## src/inc/acbd_defs.svh

```systemverilog
// Constants for the vendor ATA command block decoder
// Operation
// - Flag 0: device select write happens before command register writes.
// - Flag 1: device select write happens after command register writes.
// - Readback-only: read selected taskfile registers, return zero for unselected ones.
// - Readback flag 0: execute command block normally with data phase.
// - Readback layout: altstatus, devhead, error, HOB=1 group, then HOB=0 group.
// - Byte four upper nibble is log2 of DRQ block size, legal 0..8.
// - Illegal block size: do not execute, report command failed.
// - Extended flag 1 accesses previous-content registers; 0 skips them.
// - Taskfile accesses follow select bitmap in ascending bit order.
`ifndef ACBD_DEFS_SVH
`define ACBD_DEFS_SVH
`define ACBD_OFF_CTRL 12'h000
`define ACBD_OFF_SEL 12'h004
`define ACBD_OFF_DEVH 12'h008
`define ACBD_OFF_STAT 12'h00C
`define ACBD_OFF_RB0 12'h010
`define ACBD_OFF_RB1 12'h014
`define ACBD_OFF_RB2 12'h018
`define ACBD_OFF_WD0 12'h020
`define ACBD_OFF_WD1 12'h024
`define ACBD_OFF_WD2 12'h028
`define ACBD_BIT_READBACK 0
`define ACBD_BIT_DEVAFTER 1
`define ACBD_BIT_EXT 8
`define ACBD_BIT_START 16
`define ACBD_BS_LSB 12
`define ACBD_BS_MAX 4'h8
`define ACBD_ST_BUSY 0
`define ACBD_ST_DONE 1
`define ACBD_ST_FAIL 2
`define ACBD_ST_DATA 3
`define ACBD_TF_ALT 4'h6
`define ACBD_TF_ERR 4'h1
`define ACBD_TF_SC 4'h2
`define ACBD_TF_DEVH 4'h6
`define ACBD_TF_CMD 4'h7
`define ACBD_TF_DCTL 4'hE
`define ACBD_HOB_SET 8'h80
`define ACBD_HOB_CLR 8'h00
`define ACBD_RB_BYTES 12
`endif

```

## src/inc/acbd_pkg.sv

```systemverilog
// Types for the vendor ATA command block decoder
package acbd_pkg;
  typedef enum logic [7:0] {
    ACBD_IDLE = 8'h01,
    ACBD_CHECK = 8'h02,
    ACBD_DEVSEL = 8'h04,
    ACBD_HOBON = 8'h08,
    ACBD_ACCESS = 8'h10,
    ACBD_HOBOFF = 8'h20,
    ACBD_WAIT = 8'h40,
    ACBD_FINISH = 8'h80
  } acbd_state_t;
  typedef logic [7:0] acbd_byte_t;
endpackage : acbd_pkg

```

## src/inc/acbd_tf_if.sv

```systemverilog
// Taskfile access carrier between sequencer and port
`timescale 1ns/1ps
`default_nettype none
interface acbd_tf_if;
  logic req;
  logic write;
  logic [3:0] addr;
  logic [7:0] wdata;
  logic [7:0] rdata;
  logic ack;
  modport seq (output req, output write, output addr, output wdata, input rdata, input ack);
  modport port (input req, input write, input addr, input wdata, output rdata, output ack);
endinterface : acbd_tf_if
`default_nettype wire

```

## src/logic/acbd_decoder.sv

```systemverilog
// Vendor ATA command block decoder with APB register slave
//
// The placing of the registers and the APB register port were chosen for this implementation.
`timescale 1ns/1ps
`default_nettype none
`include "acbd_defs.svh"
module acbd_decoder (
  input wire logic clock,
  input wire logic rst_n,
  input wire logic psel,
  input wire logic penable,
  input wire logic pwrite,
  input wire logic [11:0] paddr,
  input wire logic [31:0] pwdata,
  output logic [31:0] prdata,
  output logic pready,
  output logic pslverr,
  output logic tfStrobe,
  output logic tfWrite,
  output logic [3:0] tfAddr,
  output logic [7:0] tfDataOut,
  input wire logic [7:0] tfDataIn,
  input wire logic tfDone,
  output logic dataPhaseReq,
  input wire logic dataPhaseDone
);
  import acbd_pkg::*;
  acbd_tf_if tf ();
  acbd_tf_port u_port (.clock(clock), .rst_n(rst_n), .tf(tf), .tfStrobe(tfStrobe), .tfWrite(tfWrite),
    .tfAddr(tfAddr), .tfDataOut(tfDataOut), .tfDataIn(tfDataIn), .tfDone(tfDone));
  // ==========================================
  // Registers
  logic [31:0] ctrl, next_ctrl;
  acbd_byte_t sel, next_sel, devHead, next_devHead;
  acbd_byte_t wd [0:9];
  acbd_byte_t next_wd [0:9];
  acbd_byte_t rb [0:11];
  acbd_byte_t next_rb [0:11];
  logic stBusy, stDone, stFail, next_stBusy, next_stDone, next_stFail;
  logic [31:0] next_prdata;
  logic next_pready, next_pslverr;
  logic dpMeta, dpSync;
  acbd_state_t state, next_state;
  logic [3:0] step, next_step;
  logic hobPass, next_hobPass;
  logic req, next_req, wr, next_wr;
  logic [3:0] addr, next_addr;
  acbd_byte_t wdat, next_wdat;
  logic next_dataPhaseReq;
  wire readback = ctrl[`ACBD_BIT_READBACK];
  wire devAfter = ctrl[`ACBD_BIT_DEVAFTER];
  wire extWrite = ctrl[`ACBD_BIT_EXT];
  wire [3:0] blockLog = ctrl[`ACBD_BS_LSB +: 4];
  wire apbAccess = psel && penable && !pready;
  wire startCmd = apbAccess && pwrite && paddr == `ACBD_OFF_CTRL && pwdata[`ACBD_BIT_START] && !stBusy;
  function automatic logic [31:0] packWord(input acbd_byte_t b0, b1, b2, b3);
    packWord = {b3, b2, b1, b0};
  endfunction : packWord
  // Taskfile address for select bit n: bit 0 maps to altstatus address 6, other bits pass unchanged
  function automatic logic [3:0] tfAddrOf(input logic [3:0] n);
    tfAddrOf = (n == 4'h0) ? `ACBD_TF_ALT : n;
  endfunction : tfAddrOf
  // ==========================================
  // APB slave
  always_comb begin
    next_ctrl = ctrl;
    next_sel = sel;
    next_devHead = devHead;
    for (int i = 0; i < 10; i++) next_wd[i] = wd[i];
    next_prdata = prdata;
    next_pready = 1'b0;
    next_pslverr = 1'b0;
    if (apbAccess) begin
      next_pready = 1'b1;
      if (pwrite) begin
        if (paddr == `ACBD_OFF_CTRL) begin
          if (!stBusy) next_ctrl = {16'h0000, pwdata[15:0]};
        end else if (paddr == `ACBD_OFF_SEL) begin
          next_sel = pwdata[7:0];
        end else if (paddr == `ACBD_OFF_DEVH) begin
          next_devHead = pwdata[7:0];
        end else if (paddr == `ACBD_OFF_WD0) begin
          for (int i = 0; i < 4; i++) next_wd[i] = pwdata[8*i +: 8];
        end else if (paddr == `ACBD_OFF_WD1) begin
          for (int i = 0; i < 4; i++) next_wd[4+i] = pwdata[8*i +: 8];
        end else if (paddr == `ACBD_OFF_WD2) begin
          next_wd[8] = pwdata[7:0];
          next_wd[9] = pwdata[15:8];
        end else if (paddr != `ACBD_OFF_STAT) begin
          next_pslverr = 1'b1;
        end
      end else begin
        if (paddr == `ACBD_OFF_CTRL) next_prdata = ctrl;
        else if (paddr == `ACBD_OFF_SEL) next_prdata = {24'h000000, sel};
        else if (paddr == `ACBD_OFF_DEVH) next_prdata = {24'h000000, devHead};
        else if (paddr == `ACBD_OFF_STAT) next_prdata = {28'h0000000, dataPhaseReq, stFail, stDone, stBusy};
        else if (paddr == `ACBD_OFF_RB0) next_prdata = packWord(rb[0], rb[1], rb[2], rb[3]);
        else if (paddr == `ACBD_OFF_RB1) next_prdata = packWord(rb[4], rb[5], rb[6], rb[7]);
        else if (paddr == `ACBD_OFF_RB2) next_prdata = packWord(rb[8], rb[9], rb[10], rb[11]);
        else if (paddr == `ACBD_OFF_WD0) next_prdata = packWord(wd[0], wd[1], wd[2], wd[3]);
        else if (paddr == `ACBD_OFF_WD1) next_prdata = packWord(wd[4], wd[5], wd[6], wd[7]);
        else if (paddr == `ACBD_OFF_WD2) next_prdata = {16'h0000, wd[9], wd[8]};
        else begin
          next_prdata = 32'h00000000;
          next_pslverr = 1'b1;
        end
      end
    end
  end
  // ==========================================
  // Sequencer
  // Step walks select bits 0..7; hobPass=1 is the previous-content pass
  always_comb begin
    next_state = state;
    next_step = step;
    next_hobPass = hobPass;
    next_req = req;
    next_wr = wr;
    next_addr = addr;
    next_wdat = wdat;
    next_stBusy = stBusy;
    next_stDone = stDone;
    next_stFail = stFail;
    next_dataPhaseReq = dataPhaseReq;
    for (int i = 0; i < 12; i++) next_rb[i] = rb[i];
    if (tf.ack) next_req = 1'b0;
    case (state)
      ACBD_IDLE: begin
        if (startCmd) begin
          next_stBusy = 1'b1;
          next_stDone = 1'b0;
          next_stFail = 1'b0;
          next_state = ACBD_CHECK;
        end
      end
      ACBD_CHECK: begin
        next_step = 4'h0;
        next_hobPass = 1'b0;
        if (blockLog > `ACBD_BS_MAX) begin
          next_stFail = 1'b1;
          next_state = ACBD_FINISH;
        end else if (readback) begin
          for (int i = 0; i < `ACBD_RB_BYTES; i++) next_rb[i] = 8'h00;
          next_hobPass = extWrite;
          next_state = extWrite ? ACBD_HOBON : ACBD_ACCESS;
        end else if (!devAfter) begin
          next_state = ACBD_DEVSEL;
        end else begin
          next_hobPass = 1'b1;
          next_state = ACBD_ACCESS;
        end
      end
      ACBD_DEVSEL: begin
        if (!req && !tf.ack) begin
          next_req = 1'b1;
          next_wr = 1'b1;
          next_addr = `ACBD_TF_DEVH;
          next_wdat = devHead;
        end else if (tf.ack) begin
          next_hobPass = 1'b1;
          next_state = devAfter ? ACBD_WAIT : ACBD_ACCESS;
        end
      end
      ACBD_HOBON: begin
        if (!req && !tf.ack) begin
          next_req = 1'b1;
          next_wr = 1'b1;
          next_addr = `ACBD_TF_DCTL;
          next_wdat = `ACBD_HOB_SET;
        end else if (tf.ack) begin
          next_step = 4'h2;
          next_state = ACBD_ACCESS;
        end
      end
      ACBD_ACCESS: begin
        // Write pass: low bytes first in hobPass=1 (prev content), then current
        if (step[3] || (hobPass && readback && step > 4'h5)) begin
          next_step = 4'h0;
          if (hobPass && readback) begin
            next_state = ACBD_HOBOFF;
          end else if (hobPass) begin
            // Previous-content pass over, current pass still owed
            next_hobPass = 1'b0;
            next_step = 4'h1;
          end else if (devAfter && !readback) begin
            next_state = ACBD_DEVSEL;
          end else begin
            next_state = ACBD_WAIT;
          end
        end else if (!sel[step[2:0]] || (step == 4'h6 && !readback) ||
                     (!readback && step == 4'h0) ||
                     (readback && step == 4'h7)) begin
          next_step = step + 4'h1;
        end else if (!readback && hobPass && (step < 4'h2 || step > 4'h5 || !extWrite)) begin
          next_step = step + 4'h1;
        end else if (!req && !tf.ack) begin
          next_req = 1'b1;
          next_wr = !readback;
          next_addr = tfAddrOf(step);
          next_wdat = (step == 4'h1) ? wd[0] : (step == 4'h7) ? wd[9] :
                      hobPass ? wd[step[2:0] - 3'h1] : wd[{1'b0, step[2:0]} + 4'h3];
        end else if (tf.ack) begin
          if (readback) begin
            if (hobPass) next_rb[step[2:0] + 3'h1] = tf.rdata;
            else if (step == 4'h0) next_rb[0] = tf.rdata;
            else if (step == 4'h1) next_rb[2] = tf.rdata;
            else if (step == 4'h6) next_rb[1] = tf.rdata;
            else next_rb[{1'b0, step[2:0]} + 4'h5] = tf.rdata;
          end
          next_step = step + 4'h1;
          if (!readback && hobPass && step == 4'h5) begin
            next_hobPass = 1'b0;
            next_step = 4'h1;
          end
        end
      end
      ACBD_HOBOFF: begin
        if (!req && !tf.ack) begin
          next_req = 1'b1;
          next_wr = 1'b1;
          next_addr = `ACBD_TF_DCTL;
          next_wdat = `ACBD_HOB_CLR;
        end else if (tf.ack) begin
          next_hobPass = 1'b0;
          next_step = 4'h0;
          next_state = ACBD_ACCESS;
        end
      end
      ACBD_WAIT: begin
        if (readback) begin
          next_state = ACBD_FINISH;
        end else if (!dataPhaseReq) begin
          next_dataPhaseReq = 1'b1;
        end else if (dpSync) begin
          next_dataPhaseReq = 1'b0;
          next_state = ACBD_FINISH;
        end
      end
      ACBD_FINISH: begin
        next_stBusy = 1'b0;
        next_stDone = 1'b1;
        next_state = ACBD_IDLE;
      end
      default: next_state = ACBD_IDLE;
    endcase
  end
  assign tf.req = req;
  assign tf.write = wr;
  assign tf.addr = addr;
  assign tf.wdata = wdat;
  always_ff @(posedge clock) begin
    if (!rst_n) begin
      ctrl <= 32'h00000000;
      sel <= 8'h00;
      devHead <= 8'h00;
      for (int i = 0; i < 10; i++) wd[i] <= 8'h00;
      for (int i = 0; i < 12; i++) rb[i] <= 8'h00;
      prdata <= 32'h00000000;
      pready <= 1'b0;
      pslverr <= 1'b0;
      stBusy <= 1'b0;
      stDone <= 1'b0;
      stFail <= 1'b0;
      state <= ACBD_IDLE;
      step <= 4'h0;
      hobPass <= 1'b0;
      req <= 1'b0;
      wr <= 1'b0;
      addr <= 4'h0;
      wdat <= 8'h00;
      dataPhaseReq <= 1'b0;
      dpMeta <= 1'b0;
      dpSync <= 1'b0;
    end else begin
      ctrl <= next_ctrl;
      sel <= next_sel;
      devHead <= next_devHead;
      for (int i = 0; i < 10; i++) wd[i] <= next_wd[i];
      for (int i = 0; i < 12; i++) rb[i] <= next_rb[i];
      prdata <= next_prdata;
      pready <= next_pready;
      pslverr <= next_pslverr;
      stBusy <= next_stBusy;
      stDone <= next_stDone;
      stFail <= next_stFail;
      state <= next_state;
      step <= next_step;
      hobPass <= next_hobPass;
      req <= next_req;
      wr <= next_wr;
      addr <= next_addr;
      wdat <= next_wdat;
      dataPhaseReq <= next_dataPhaseReq;
      dpMeta <= dataPhaseDone;
      dpSync <= dpMeta;
    end
  end
  // ==========================================
  // Checks
  AST_BADSIZE_FAILS: assert property (@(posedge clock) disable iff (!rst_n)
    state == ACBD_CHECK && blockLog > `ACBD_BS_MAX |=> state == ACBD_FINISH ##1 stFail) else $error("bad size not failed");
  AST_BADSIZE_NOACCESS: assert property (@(posedge clock) disable iff (!rst_n)
    state == ACBD_CHECK && blockLog > `ACBD_BS_MAX |=> !req [*2]) else $error("bad size accessed taskfile");
  AST_READBACK_NOWRITE: assert property (@(posedge clock) disable iff (!rst_n)
    req && readback && state == ACBD_ACCESS |-> !wr) else $error("readback wrote taskfile");
  AST_READBACK_NODATA: assert property (@(posedge clock) disable iff (!rst_n)
    readback |-> !dataPhaseReq) else $error("readback entered data phase");
  AST_DEV_FIRST: assert property (@(posedge clock) disable iff (!rst_n)
    state == ACBD_CHECK && !readback && !devAfter && blockLog <= `ACBD_BS_MAX |=> state == ACBD_DEVSEL) else $error("devsel not first");
  AST_DEV_AFTER: assert property (@(posedge clock) disable iff (!rst_n)
    state == ACBD_DEVSEL && tf.ack && devAfter |=> state == ACBD_WAIT) else $error("devsel not last");
  AST_HOB_CLEARED: assert property (@(posedge clock) disable iff (!rst_n)
    state == ACBD_HOBOFF && req |-> addr == `ACBD_TF_DCTL && wdat == `ACBD_HOB_CLR) else $error("hob not cleared");
  AST_STEP_UP: assert property (@(posedge clock) disable iff (!rst_n)
    state == ACBD_ACCESS && $past(state) == ACBD_ACCESS && !$changed(hobPass) |-> step >= $past(step)) else $error("step went down");
  AST_NOEXT_SKIP: assert property (@(posedge clock) disable iff (!rst_n)
    req && !readback && !extWrite && hobPass && state == ACBD_ACCESS |-> 1'b0) else $error("prev content written");
endmodule : acbd_decoder
`default_nettype wire

```

## src/logic/acbd_tf_port.sv

```systemverilog
// Taskfile pin port: one access per request, registered pins
`timescale 1ns/1ps
`default_nettype none
module acbd_tf_port (
  input wire logic clock,
  input wire logic rst_n,
  acbd_tf_if.port tf,
  output logic tfStrobe,
  output logic tfWrite,
  output logic [3:0] tfAddr,
  output logic [7:0] tfDataOut,
  input wire logic [7:0] tfDataIn,
  input wire logic tfDone
);
  logic busy, next_busy;
  logic doneMeta, doneSync, doneLast;
  logic [7:0] dinMeta, dinSync;
  logic next_strobe, next_write, next_ack;
  logic [3:0] next_addr;
  logic [7:0] next_dout, next_rdata;
  // ==========================================
  // Handshake
  always_comb begin
    next_busy = busy;
    next_strobe = tfStrobe;
    next_write = tfWrite;
    next_addr = tfAddr;
    next_dout = tfDataOut;
    next_ack = 1'b0;
    next_rdata = tf.rdata;
    if (!busy && tf.req && !tf.ack) begin
      next_busy = 1'b1;
      next_strobe = 1'b1;
      next_write = tf.write;
      next_addr = tf.addr;
      next_dout = tf.wdata;
    end else if (busy && doneSync && !doneLast) begin
      next_busy = 1'b0;
      next_strobe = 1'b0;
      next_ack = 1'b1;
      next_rdata = dinSync;
    end
  end
  // Data is resynchronised too; drive holds it stable while done is up
  always_ff @(posedge clock) begin
    if (!rst_n) begin
      busy <= 1'b0;
      tfStrobe <= 1'b0;
      tfWrite <= 1'b0;
      tfAddr <= 4'h0;
      tfDataOut <= 8'h00;
      tf.ack <= 1'b0;
      tf.rdata <= 8'h00;
      doneMeta <= 1'b0;
      doneSync <= 1'b0;
      doneLast <= 1'b0;
      dinMeta <= 8'h00;
      dinSync <= 8'h00;
    end else begin
      busy <= next_busy;
      tfStrobe <= next_strobe;
      tfWrite <= next_write;
      tfAddr <= next_addr;
      tfDataOut <= next_dout;
      tf.ack <= next_ack;
      tf.rdata <= next_rdata;
      doneMeta <= tfDone;
      doneSync <= doneMeta;
      doneLast <= doneSync;
      dinMeta <= tfDataIn;
      dinSync <= dinMeta;
    end
  end
endmodule : acbd_tf_port
`default_nettype wire

```

## config.mk

```make
export PLATFORM = sky130hd
export DESIGN_NAME = acbd_decoder
export DESIGN_NICKNAME = d
export VERILOG_FILES = /design/src/inc/acbd_pkg.sv /design/src/inc/acbd_tf_if.sv /design/src/logic/acbd_decoder.sv /design/src/logic/acbd_tf_port.sv
export VERILOG_INCLUDE_DIRS = /design/src /design/src/inc
export SDC_FILE = /design/constraint.sdc
export NUM_CORES = 1
export LEC_CHECK = 0
export ABC_AREA = 1
export BUFFER_PORTS_ARGS = -buffer_cell sky130_fd_sc_hd__buf_2
export CELL_PAD_IN_SITES_DETAIL_PLACEMENT = 0
export CELL_PAD_IN_SITES_GLOBAL_PLACEMENT = 2
export CORE_MARGIN = 5
export CORE_UTILIZATION = 31
export CTS_BUF_LIST = sky130_fd_sc_hd__clkbuf_16
export DETAILED_ROUTE_END_ITERATION = 6
export PLACE_DENSITY = 0.85
export SETUP_SLACK_MARGIN = 0.1
export SYNTH_ARGS = -nofsm -noshare
export SYNTH_HDL_FRONTEND = slang
export SYNTH_SLANG_ARGS = --single-unit
export TNS_END_PERCENT = 20
```

## constraint.sdc

```tcl
create_clock -name clock -period 2.5 [get_ports clock]
set_input_delay 0.75 -clock clock [delete_from_list [all_inputs] [get_ports clock]]
set_output_delay 0.75 -clock clock [all_outputs]
set_load 0.01 [all_outputs]
```

==> flow_summary.toml <==
[logic_synthesis]
synthArstFlopShare_pct = 0
yosys_register_bits = 317
synthXorXnorAreaFrac_pct = 0.05589
synth_nets = 2372
synthSimpleGateAreaFrac_pct = 29.09
synth_top_area_share_pct = 40.50
synth.distinct_cells = 45
synth_area_leaders = "dfxtp_1 (40%), nand2_1 (13%), a21oi_1 (7.9%)"
synthCells = 2307
yosysSeqAreaShare_pct = 40.50
avgSynthCellArea_um2 = 6.793
synth_fa_ha_area_share_pct = 0.4790
yosysTopAreaCell = "dfxtp_1"
synth-main-ff-cell = "dfxtp_1"
synth_top_family_by_area = "simple AND/OR/NAND/NOR gates"
synth_edf_count = 0
yosysWarnings = 0
muxShareOfSynthArea_pct = 0
synth_area_um2 = 15670
synth_compound_area_share_pct = 20.13

[drt]
drc = 0
wl_per_cell_um = 20.42
first_pass_iters = 6
drtIter0Drc = 1570
via_count = 17052
wl_um = 66440
routed_via_density = 5.240
ant_nets = 0

[min_path]
hp-start = "tfDone"
holdCritPathClass = "input pin to register"

[finish]
nNetsFinal = 2620
syn_to_final_growth_pct = 29.50
post-route-util_pct = 40.53
layout_commonest_cell = "nand2_1"
final_area_um2 = 20290
antenna_cells = 0
n_fill_cell = 5379
mostFrequentLayoutCells = "nand2_1 (521), dfxtp_1 (315), a21oi_1 (238), inv_1 (228), nor2_1 (212)"
drive_above_1_share_pct = 19.13

[grt]
grt_usage_pct = 22.92
grt_pass1_wl_um = 99610
grt_pass1_vias = 15935
antenna_found_initial = 0
grt_max_degree = 66
grt_overflow = 0

[die]
io_pins = 108
die_h_um = 234.8
die_w_um = 234.8
start_util_pct = 31.30
core_um2 = 50070
rows = 82
die_area_um2 = 55150

[sta]
setup_viol = 0
finalMaxSlewViolations = 0
fin_ws_ns = 0.1537
slew_headroom_pct = 48.78
fin_skew_ns = 0.01516
hold_viol = 0
grt_setup_unrepaired = "yes"
tightestPinTransition_ns = 0.7613
period_minus_slack_ns = 2.346
fmax_mhz = 426.2
period_share_pct = 93.85

[placement]
place.gp.congestion = 0.9217
dp_slack_ns = -0.2874
dpl_cell_area_um2 = 18410
dp_hpwl_um = 48910
port_buffers = 107

[setup_path]
cp_data_arrival_time_ns = 2.79
cp-endpoint = "tf.wdata[7]$_SDFFE_PN0P_"
critPathLaunchType = "register"
r2r_slack_ns = 0.15
r2r_end = "tf.wdata[7]$_SDFFE_PN0P_"
cp_max_fo = 7
critPathLaunch = "step[1]$_SDFFE_PN0P_"
endpoint_kind = "register"
r2r_cells = 14
critical_path_class = "register to register"
cp.required_ns = 2.94
r2r-start = "step[1]$_SDFFE_PN0P_"

[cts]
clkSlewWorstSetupHoldPaths_ns = 0.06
cts-root-buf = "clkbuf_16"
cts_tree = "built"
clockBufferDepth = 3
cts_max_level = 2
clock_latency_ns = 0.56
clock-sinks = 317
cts_made_buffers = 39

[power_and_ir_drop]
powerDensity_nw_per_um2 = 558.6
p_leak_nw = 8.151
peakVddDrop_v = 0.0003694

[job]
drv_cap = 0

[status]
status = "finished, final reports clean"
-- flip-flops by register name, summed over array words and instances, names as in the netlist, 4 cells and up --
signal	count
addr	4
ctrl	16
devHead	8
prdata	32
rb	96
sel	8
state	8
step	4
tf.wdata	8
u_port.dinMeta	8
u_port.dinSync	8
u_port.tf.rdata	8
u_port.tfAddr	4
u_port.tfDataOut	8
wd	80
-- metrics by stage --
stage | TNS [ns] | power, mW | hold slack (ns) | instances
after global placement | -18.73 | 5.575 | 0.4017 | 3165
after floorplan | 0 | 5.355 | 0.3905 | 2307
after detailed placement | -23.08 | 5.575 | 0.4014 | 3165
after global routing | 0 | 11.71 | 0.3688 | 3254
after CTS | 0 | 11.45 | 0.3489 | 3240
final | 0 | 11.34 | 0.3797 | 3254
-- repair_timing --
| item | in CTS | in global routing |
|---|---|---|
| endpoints found under the setup margin | 74 | 111 |
| gates resized for setup | 18 | 65 |
| pin swaps | 6 | 22 |
| hold buffers | 0 | 0 |
| setup buffers | 5 | 12 |
| gates cloned | 2 | 2 |
-- logic make-up (layout without fill, tap and decap cells) --
family,after synthesis,count (layout)
simple gates,1048,1049
fa+ha+maj,6,6
buf+inv,381,655
flops,317,317
compound gates,554,554
xor+xnor,1,1
-- cell usage after synthesis, types with 6 or more instances --
cell / number
buf_4: 9
o21bai_1: 6
a211oi_1: 37
clkbuf_1: 90
nor2_1: 220
a21oi_1: 246
nor4_1: 24
ha_1: 6
nor3_1: 46
nand4_1: 95
o21ai_0: 166
nand3_1: 109
clkinv_1: 9
nor2_2: 9
o2111ai_1: 10
nand2_1: 524
buf_2: 28
inv_1: 227
o211ai_1: 59
inv_2: 9
dfxtp_1: 317
-- metal layers --
layer	part of all wire [%]	global-route usage [%]	wire length (um)	vias to the layer above
li1	-	-	-	8258
met1	45	32.12	29920	8037
met2	44	35.81	29340	629
met3	6.6	3.471	4393	128
met4	4.2	8.529	2783	0
met5	0	0	0	-
-- power by group --
part	leakage (nW)	switching [mW]	internal (mW)	total (mW)
logic	4.93	0.254	0.122	0.377
clock network	0.661	2.30	3.57	5.87
registers	2.56	0.0116	5.08	5.09
total	8.15	2.57	8.77	11.3
-- worst max-delay path: stages, from the launching register on --
cell	delay [ns]
dfxtp_2	0.35
inv_4	0.05
buf_6	0.11
ha_4	0.17
xnor2_4	0.24
clkinvlp_4	0.21
buf_12	0.18
nand3_4	0.05
o21ai_2	0.06
a21oi_2	0.13
nand2_1	0.06
o211ai_1	0.17
nand2_1	0.20
nor2_2	0.17
nor2_1	0.06
-- cell type report --
class                           instances  area, um^2  area share [%]
Multi-Input combinational cell       1610        8112           39.97
Clock inverter                         27       277.8           1.369
Inverter                              245       960.9           4.735
Timing Repair Buffer                  342        2726           13.43
Sequential cell                       317        6351           31.29
Clock buffer                           41        1026           5.055
Tap cell                              672       840.8           4.143
-- worst min path at each step --
stage / endpoint / cells past startpoint
after floorplan: dpSync$_SDFF_PN0_ / 2
after global placement: u_port.doneSync$_SDFF_PN0_ / 2
after detailed placement: u_port.doneSync$_SDFF_PN0_ / 2
after CTS: u_port.doneMeta$_SDFF_PN0_ / 3
after global routing: dpMeta$_SDFF_PN0_ / 3
final: u_port.doneMeta$_SDFF_PN0_ / 3
Note: power is estimated with default switching activity, not from simulation.
